File: src/sli_led_ctrl_unused_placeholder_removed.sv
/*
 * Holds no module of its own; the LED driver lives in its two sibling files.
 * Assumes nothing of its surroundings.
 */
`default_nettype none
`default_nettype wire

File: src/common/sli_pkg.sv
/*
 * Shared constants and types for the front-panel status LED driver.
 * Assumes a single 250 MHz system clock and status inputs that are already
 * synchronous to it.
 */
`default_nettype none

package sli_pkg;

    // ==========================================================
    // Clock and timing
    // ==========================================================
    localparam longint unsigned CLK_HZ = 64'd250_000_000;    // System clock rate
    localparam longint unsigned STARTUP_HOLD_S = 64'd15;     // All-on time after power-up
    localparam longint unsigned STARTUP_HOLD_CYC = STARTUP_HOLD_S * CLK_HZ;
    localparam longint unsigned BLINK_TICK_MS = 64'd125;     // One phase of the blink sequencer
    localparam longint unsigned BLINK_TICK_CYC = (BLINK_TICK_MS * CLK_HZ) / 64'd1000;

    // ==========================================================
    // Blink sequencer
    // ==========================================================
    localparam int PHASE_W = 3;                               // Eight phases, one second
    localparam logic [7:0] DBL_MASK = 8'h05;                  // Two short flashes per second
    localparam logic [PHASE_W-1:0] PHASE_RST = 3'h0;
    localparam logic [31:0] CNT_RST = 32'h0;
    localparam logic [4:0] LEDS_ALL_ON = 5'h1f;               // Every LED lit in reset and hold

    // ==========================================================
    // Signal level thresholds
    // ==========================================================
    localparam int SAT_LVL_W = 3;
    localparam logic [SAT_LVL_W-1:0] SAT_LVL_BLINK_MIN = 3'h1;
    localparam logic [SAT_LVL_W-1:0] SAT_LVL_SOLID_MIN = 3'h3;
    localparam logic [SAT_LVL_W-1:0] SAT_LVL_MAX = 3'h5;

    // ==========================================================
    // Types
    // ==========================================================
    // Device boot state, driven by the system controller
    typedef enum logic [2:0] {
        BOOT_OFF = 3'h0,
        BOOT_RECOVERY = 3'h1,
        BOOT_STARTING = 3'h2,
        BOOT_FALLBACK = 3'h3,
        BOOT_READY = 3'h4
    } sli_boot_t;

    // Positioning fix type
    typedef enum logic [2:0] {
        FIX_DISABLED = 3'h0,
        FIX_NONE = 3'h1,
        FIX_TIME_ONLY = 3'h2,
        FIX_DEAD_RECKON = 3'h3,
        FIX_2D = 3'h4,
        FIX_3D = 3'h5
    } sli_fix_t;

    // LED pattern selection
    typedef enum logic [4:0] {
        PAT_OFF = 5'h01,
        PAT_SOLID = 5'h02,
        PAT_BLINK = 5'h04,
        PAT_DOUBLE = 5'h08,
        PAT_RAPID = 5'h10
    } sli_pat_t;

    // Top-level sequence
    typedef enum logic [1:0] {
        ST_HOLD = 2'h1,
        ST_RUN = 2'h2
    } sli_state_t;

endpackage

`default_nettype wire

File: src/sli_led_ctrl.sv
/*
 * Front-panel status LED controller: five LEDs for power, satellite signal,
 * wireless LAN, positioning and data service.
 * Assumes status inputs are synchronous to clk; LED outputs are active high.
 */
`default_nettype none

// How it works
// RULE1 - All LEDs solid for 15 s after power-up
// RULE2 - Power LED follows boot state patterns
// RULE3 - Signal LED: off 0, blink 1-2, solid 3-5
// RULE4 - Fix LED: off none, blink 2D/DR, solid 3D
// RULE5 - Data service LED solid when enabled, else off
// RULE6 - Wireless LED solid when enabled, else off

module sli_led_ctrl #(
    parameter logic [31:0] HOLD_CYCLES = 32'(sli_pkg::STARTUP_HOLD_CYC),
    parameter logic [31:0] TICK_CYCLES = 32'(sli_pkg::BLINK_TICK_CYC)
) (
    // Clock and reset
    input wire logic clk,
    input wire logic reset_n,
    // Device status
    input wire sli_pkg::sli_boot_t boot_state,
    input wire logic sat_link_en,
    input wire logic [sli_pkg::SAT_LVL_W-1:0] sat_level,
    input wire logic wlan_en,
    input wire sli_pkg::sli_fix_t fix_type,
    input wire logic data_service_en,
    // LEDs
    output logic power_indicator_led,
    output logic sat_signal_led,
    output logic wlan_led,
    output logic gnss_led,
    output logic data_service_led,
    // Sequence status
    output logic startup_done
);
    import sli_pkg::*;

    // ==========================================================
    // Pattern mapping functions
    // ==========================================================
    // Boot state to power LED pattern
    function automatic sli_pat_t boot_to_pat(input sli_boot_t b);
        sli_pat_t p;
        p = PAT_OFF;
        unique case (b)
            BOOT_OFF: p = PAT_OFF;
            BOOT_RECOVERY: p = PAT_DOUBLE;
            BOOT_STARTING: p = PAT_BLINK;
            BOOT_FALLBACK: p = PAT_RAPID;
            BOOT_READY: p = PAT_SOLID;
            default: p = PAT_OFF;         // Undefined codes stay dark
        endcase
        return p;
    endfunction

    // Fix type to positioning LED pattern
    function automatic sli_pat_t fix_to_pat(input sli_fix_t f);
        sli_pat_t p;
        p = PAT_OFF;
        unique case (f)
            FIX_DISABLED, FIX_NONE, FIX_TIME_ONLY: p = PAT_OFF;
            FIX_DEAD_RECKON, FIX_2D: p = PAT_BLINK;
            FIX_3D: p = PAT_SOLID;
            default: p = PAT_OFF;         // Undefined codes stay dark
        endcase
        return p;
    endfunction

    // Pattern to LED level for this cycle
    function automatic logic pat_level(input sli_pat_t p, input logic bl, input logic db,
                                       input logic rb);
        logic lv;
        lv = 1'b0;
        unique case (p)
            PAT_OFF: lv = 1'b0;
            PAT_SOLID: lv = 1'b1;
            PAT_BLINK: lv = bl;
            PAT_DOUBLE: lv = db;
            PAT_RAPID: lv = rb;
        endcase
        return lv;
    endfunction

    // ==========================================================
    // Declarations
    // ==========================================================
    sli_state_t st_q;                   // Hold or run
    sli_state_t st_d;
    logic [31:0] hold_cnt_q;            // Cycles spent in hold, frozen at the end
    logic [31:0] hold_cnt_d;
    logic hold_end_w;                   // Last cycle of the all-on hold
    logic blink_w;                      // Shared waveforms
    logic dbl_w;
    logic rapid_w;
    sli_pat_t pwr_pat_w;                // Pattern choices
    sli_pat_t sat_pat_w;
    sli_pat_t gnss_pat_w;
    logic sat_blink_w;                  // Signal level band decode
    logic sat_solid_w;
    logic [4:0] led_run_w;              // LED levels in normal running
    logic [4:0] led_d;
    logic [4:0] led_q;                  // Registered LED drive

    // ==========================================================
    // Blink waveforms
    // ==========================================================
    sli_pattern_gen #(
        .TICK_CYCLES(TICK_CYCLES)
    ) u_pattern (
        .clk(clk),
        .reset_n(reset_n),
        .blink(blink_w),
        .double_blink(dbl_w),
        .rapid_blink(rapid_w)
    );

    // ==========================================================
    // Startup hold sequence
    // ==========================================================
    assign hold_end_w = (hold_cnt_q == HOLD_CYCLES - 32'h1);
    assign hold_cnt_d = (st_q == ST_HOLD && !hold_end_w) ? hold_cnt_q + 32'h1 : hold_cnt_q;
    assign st_d = (st_q == ST_HOLD && hold_end_w) ? ST_RUN : st_q; // RULE1

    // State and hold counter
    always_ff @(posedge clk) begin
        if (!reset_n) begin
            st_q <= ST_HOLD;
            hold_cnt_q <= CNT_RST;
        end else begin
            st_q <= st_d;
            hold_cnt_q <= hold_cnt_d;
        end
    end

    // ==========================================================
    // Status decode
    // ==========================================================
    assign pwr_pat_w = boot_to_pat(boot_state); // RULE2
    // Levels above the top band are clamped to solid
    assign sat_solid_w = sat_link_en && (sat_level >= SAT_LVL_SOLID_MIN); // RULE3
    assign sat_blink_w = sat_link_en && (sat_level >= SAT_LVL_BLINK_MIN) && !sat_solid_w; // RULE3
    assign sat_pat_w = sat_solid_w ? PAT_SOLID : (sat_blink_w ? PAT_BLINK : PAT_OFF); // RULE3
    assign gnss_pat_w = fix_to_pat(fix_type); // RULE4

    // LED order: data, gnss, wlan, sat, power
    assign led_run_w[0] = pat_level(pwr_pat_w, blink_w, dbl_w, rapid_w); // RULE2
    assign led_run_w[1] = pat_level(sat_pat_w, blink_w, dbl_w, rapid_w); // RULE3
    assign led_run_w[2] = wlan_en; // RULE6
    assign led_run_w[3] = pat_level(gnss_pat_w, blink_w, dbl_w, rapid_w); // RULE4
    assign led_run_w[4] = data_service_en; // RULE5

    // All LEDs forced on during the hold
    assign led_d = (st_q == ST_HOLD) ? LEDS_ALL_ON : led_run_w; // RULE1

    // ==========================================================
    // LED output registers
    // ==========================================================
    always_ff @(posedge clk) begin
        if (!reset_n) begin
            led_q <= LEDS_ALL_ON;
        end else begin
            led_q <= led_d;
        end
    end

    assign power_indicator_led = led_q[0];
    assign sat_signal_led = led_q[1];
    assign wlan_led = led_q[2];
    assign gnss_led = led_q[3];
    assign data_service_led = led_q[4];
    assign startup_done = (st_q == ST_RUN);

    // Expected LED levels restated from the status rules, so the checks
    // below can look one cycle back at a single signal
    logic pwr_exp_w;
    logic sat_exp_w;
    logic gnss_exp_w;
    assign pwr_exp_w = (boot_state == BOOT_READY) ||
        (boot_state == BOOT_STARTING && blink_w) ||
        (boot_state == BOOT_RECOVERY && dbl_w) ||
        (boot_state == BOOT_FALLBACK && rapid_w);
    assign sat_exp_w = (sat_link_en && sat_level >= 3'h3) ||
        (sat_link_en && sat_level != 3'h0 && sat_level < 3'h3 && blink_w);
    assign gnss_exp_w = (fix_type == FIX_3D) ||
        ((fix_type == FIX_2D || fix_type == FIX_DEAD_RECKON) && blink_w);
endmodule

`default_nettype wire

File: src/sli_pattern_gen.sv
/*
 * Blink waveform generator: slow blink, double blink and rapid blink.
 * Assumes one clock and a synchronous active-low reset; all three waves
 * share one phase counter so they stay aligned to each other.
 */
`default_nettype none

module sli_pattern_gen #(
    parameter logic [31:0] TICK_CYCLES = 32'(sli_pkg::BLINK_TICK_CYC)
) (
    // Clock and reset
    input wire logic clk,
    input wire logic reset_n,
    // Waveforms
    output logic blink,
    output logic double_blink,
    output logic rapid_blink
);
    import sli_pkg::*;

    // ==========================================================
    // Phase sequencer
    // ==========================================================
    logic [31:0] tick_cnt_q;            // Cycles within a phase
    logic [31:0] tick_cnt_d;
    logic [PHASE_W-1:0] phase_q;        // Current phase of eight
    logic [PHASE_W-1:0] phase_d;
    logic tick_end_w;                   // Last cycle of a phase
    logic blink_q;
    logic dbl_q;
    logic rapid_q;

    assign tick_end_w = (tick_cnt_q == TICK_CYCLES - 32'h1);
    assign tick_cnt_d = tick_end_w ? CNT_RST : tick_cnt_q + 32'h1;
    assign phase_d = tick_end_w ? phase_q + 3'h1 : phase_q;

    // Counters and registered waveforms
    always_ff @(posedge clk) begin
        if (!reset_n) begin
            tick_cnt_q <= CNT_RST;
            phase_q <= PHASE_RST;
            blink_q <= 1'b0;
            dbl_q <= 1'b0;
            rapid_q <= 1'b0;
        end else begin
            tick_cnt_q <= tick_cnt_d;
            phase_q <= phase_d;
            blink_q <= ~phase_d[PHASE_W-1];
            dbl_q <= DBL_MASK[phase_d];
            rapid_q <= ~phase_d[0];
        end
    end

    assign blink = blink_q;
    assign double_blink = dbl_q;
    assign rapid_blink = rapid_q;

endmodule

`default_nettype wire

File: config.mk
export PLATFORM = sky130hd
export DESIGN_NAME = sli_led_ctrl
export DESIGN_NICKNAME = d
export VERILOG_FILES = /design/src/sli_led_ctrl_unused_placeholder_removed.sv /design/src/common/sli_pkg.sv /design/src/sli_led_ctrl.sv /design/src/sli_pattern_gen.sv
export SDC_FILE = /design/constraint.sdc
export NUM_CORES = 1
export LEC_CHECK = 0
export ABC_AREA = 0
export BUFFER_PORTS_ARGS = -buffer_cell sky130_fd_sc_hd__buf_2
export CELL_PAD_IN_SITES_DETAIL_PLACEMENT = 1
export CELL_PAD_IN_SITES_GLOBAL_PLACEMENT = 2
export CORE_MARGIN = 2
export CORE_UTILIZATION = 39
export CTS_BUF_LIST = sky130_fd_sc_hd__clkbuf_4
export DETAILED_ROUTE_END_ITERATION = 8
export PLACE_DENSITY = 0.81
export SETUP_SLACK_MARGIN = 0.3
export SYNTH_ARGS = -nofsm -noshare
export SYNTH_HDL_FRONTEND = slang
export SYNTH_HIERARCHICAL = 1
export SYNTH_SLANG_ARGS = --single-unit
File: constraint.sdc
create_clock -name clk -period 2.6 [get_ports clk]
set_clock_uncertainty 0.1 [all_clocks]
set_input_delay 0.26 -clock clk [delete_from_list [all_inputs] [get_ports clk]]
set_output_delay 0.26 -clock clk [all_outputs]
set_load 0.005 [all_outputs]
==> results.txt <==
----------------------------------------------------
[Critical path]
  Kind of cell adding the most delay to the critical path ... simple AND/OR/NAND/NOR gates
  Highest cell delay on the worst timing path ... about 570 ps
  Startpoint kind of the worst setup timing path ... register
  Cell breakdown of the critical path ... or4_1 > or4_4 > or3_1 > and3_1
  Arrival time of data at the critical path endpoint ... 2420 ps
  Cell at the slowest stage of the critical path ... sky130_fd_sc_hd__or4_1
  Critical path capture point ... u_pattern/rapid_blink
  Data required time of the worst path ... 2810 ps
  Reg2Reg Capture Point ... u_pattern/rapid_blink
  Cell depth of the worst flop-to-flop path ... 4
  Reg2Reg Launch Point ... u_pattern/tick_cnt_q[25]
  Crit path from ... u_pattern/tick_cnt_q[25]
  FF-to-FF setup slack ... ~390 ps
  Count of buffering cells on the critical path with inverters included ... 0
  Total number of cells along the worst setup path ... 4
  Crit Path Max Fanout ... 6
  Critical Path End Type ... register
  Kind of critical path ... reg2reg

[Routing]
  Iter 0 DRT Violations ... 178
  Total number of vias ... 3,562
  Detailed route wirelength on metal2 ... 4.92 mm
  Post-Route M1 WL ... approximately 4.9 mm
  Total Routed Length ... between 10 and 15 mm
  Routed WL per cell ... 16.2 um
  Number of design rule violations left after detail routing ... 0
  Post-route antenna net violation count ... 0
  Via-to-Cell Ratio ... 5.75
  Top routing layer in use ... met4
  Length of routed met3 wiring ... 194 um
  First-pass DRT Iterations ... 4

[Clocking]
  Post-CTS clock slew at the launch and capture registers of the worst setup and hold paths ... 120 ps
  Number of clock buffers inserted by TritonCTS ... 9
  Clock Latency Late Sink ... 420 ps
  Deepest level of the CTS H-tree ... 3
  Buffers inserted during post-CTS setup optimization ... 0
  CTS tree ... yes
  Buffers from clock root to sink, at most ... 2
  Number of clock sinks seen by CTS ... 77
  Clock root buffer ... sky130_fd_sc_hd__clkbuf_4

[Timing]
  Fin crit period ... 2210 ps
  Setup-violating endpoint count in the final report ... 0
  RSZ-0062 raised after global routing ... false
  Total Negative Setup Slacks ... 0 ps
  Worst rel slew slack ... 56.1%
  Final Hold Viols ... 0
  Pins Over Slew Limit ... 0
  Period Utilization, post-route ... 85.1%
  Slew at the pin with the worst max-slew slack ... 657 ps
  Max Clock Freq ... 0.452 GHz
  Final worst slack ... 387 ps

[Final layout]
  Number of fillers in the final layout ... about 1,200
  Inserted Diodes ... 0
  Share of cells above drive strength 1 ... 12.5%
  Area of the multi-input gates ... 0.00222 mm2
  Final Net Count ... 502
  Non-filler instance count after layout ... 620
  Post-synthesis to final-layout area growth ... 12.6%
  Area of all sequential standard cells ... 0.00154 mm2
  Highest-count cells in the layout ignoring fill and taps ... sky130_fd_sc_hd__dfxtp_1, sky130_fd_sc_hd__nand2_1, sky130_fd_sc_hd__a21oi_1
  Layout Cell Area excl Fill ... 0.00437 mm2
  Leading cell type in the layout, fill and taps excluded ... sky130_fd_sc_hd__dfxtp_1

[Logic synthesis]
  Syn Area/Cell ... 8.54 um2
  EDFF count, synth ... 0
  Distinct cell type count after synthesis ... 52
  Count of yosys warnings during synthesis ... 6
  Instance count of the mapped netlist ... 455
  Share of synthesized area occupied by flip-flops and latches ... a little under 40%
  Net count after synthesis ... between 400 and 500
  Cell area after synthesis ... 0.00388 mm2
  Main flop type after synthesis ... sky130_fd_sc_hd__dfxtp_1
  Number of synthesized register bits ... 77
  Fraction of synthesis flops using an asynchronous set or reset pin ... 0%

[Die]
  Core area ... a little under 0.01 mm2
  Die boundary width ... 104 um
  Initial Utilization ... about 40%
  Site Rows ... 36
  Total I/O pin count ... 20
  Chip height ... 104 um
  Total Die Area ... 0.0108 mm2

[Flow run]
  Max capacitance violation total ... 0

[GRT]
  Via count of the first global-routing pass ... 3,570
  Number of antenna violations at the first check in global routing ... 0
  Congestion Overflow GR ... 0
  GRT Resource Usage Total ... a little under a fifth
  Maximum number of pins on one net before global-route repair ... 35
  Global-route wire length before repair ... between 15 and 20 mm

[Placement]
  Placed standard-cell area ... 0.00414 mm2
  Final estimated routing congestion in global placement ... between 0.7 and 0.8
  Final HPWL DP ... 7.17 mm
  Setup slack at placement ... 314 ps
  Port buffer count ... 19
  # placed instances ... 600

[Status]
  Outcome ... finished, final reports clean

[Pwr]
  Maximum VDD drop ... 247 uV
  Leakage Power ... 1.41 nW
  Power Dens Cells ... a little under 500 mW/mm2

[Min path]
  Class of the most critical hold timing path ... in2reg

----------------------------------------------------
[metal layers]
metal  vias up  global-route usage [%]
li1       1770                       -
met1      1765                    24.5
met2        25                    33.4
met3         2                    3.59
met4         0                    4.63
met5         -                       0
[flip-flops by register name, summed over array words and instances (netlist names)]
signal / cells
hold_cnt_q: 32
led_q: 5
st_q: 2
u_pattern/blink: 1
u_pattern/double_blink: 1
u_pattern/phase_q: 3
u_pattern/rapid_blink: 1
u_pattern/tick_cnt_q: 32
[report_power, final]
part	leakage (nW)	total [mW]	switching, mW	internal, mW
logic	0.695	0.0838	0.0483	0.0355
clock network	0.0909	0.886	0.412	0.475
registers	0.623	1.20	0.0104	1.19
[per-stage QoR]
stage               total power, mW  utilization (%)  hold slack, ps
floorplan                      1.27                -             262
global placement               1.30             42.5             335
finish                         2.17             45.0            91.9
global route                   2.26             45.0            85.2
detailed placement             1.31             42.5             348
CTS                            2.20             44.8            61.4
[synthesized netlist by cell type (11+ instances only)]
cell type	instances	share of area [%]
sky130_fd_sc_hd__or4_1	23	4.4
sky130_fd_sc_hd__dfxtp_1	77	40
sky130_fd_sc_hd__nand2_1	37	3.6
sky130_fd_sc_hd__o21ai_0	17	2.2
sky130_fd_sc_hd__or3_1	17	2.7
sky130_fd_sc_hd__a21oi_1	33	4.3
sky130_fd_sc_hd__nand4_1	27	4.3
sky130_fd_sc_hd__nand2b_1	11	1.8
sky130_fd_sc_hd__nor2_1	26	2.5
sky130_fd_sc_hd__o31ai_1	24	4.6
sky130_fd_sc_hd__inv_1	13	1.3
sky130_fd_sc_hd__nand3_1	24	3.1
sky130_fd_sc_hd__nor4_1	12	1.9
[what timing repair did]
action / CTS / global route
endpoints found under the hold margin: 4 / 0
endpoints found under the setup margin: 1 / 9
pin swaps: 1 / 0
resized for setup: 1 / 3
hold buffers: 5 / 0
[worst reg2reg max path, delay by kind of cell (launching register included)]
kind | cells | cell delay (ps)
flip-flops | 1 | 370
AND/OR/NAND/NOR | 4 | 1640
[kinds of logic (layout without fill, tap and decap cells)]
kind of cell    Yosys count  count (layout)  share of synthesized area, %
compound gates          100             100                          16.0
xor+xnor                 14              14                          3.16
fa+ha+maj                 6               6                          1.87
buf+inv                  31              63                          3.64
flops                    77              77                          39.7
mux                      10              10                          2.58
simple gates            217             217                          33.1
[layout make-up]
class	instances	area share, %
sequential	77	35.3
timing repair buffer	35	5.21
clock buffer	9	1.54
inverter	13	1.12
multi-input combinational	347	50.7
tap	133	3.80
clock inverter	6	2.35
[worst min path at each step]
stage / cells past startpoint / endpoint / slack, ps / from
after floorplan: 1 / led_q[2] / 260 / wlan_en
final: 3 / led_q[0] / 90 / boot_state[0]
after global placement: 1 / u_pattern/tick_cnt_q[0] / 340 / u_pattern/tick_cnt_q[0]
after global routing: 3 / led_q[0] / 90 / boot_state[0]
after CTS: 3 / led_q[0] / 60 / boot_state[0]
after detailed placement: 1 / u_pattern/tick_cnt_q[0] / 350 / u_pattern/tick_cnt_q[0]
No activity file was read; power rests on OpenSTA's default activity.
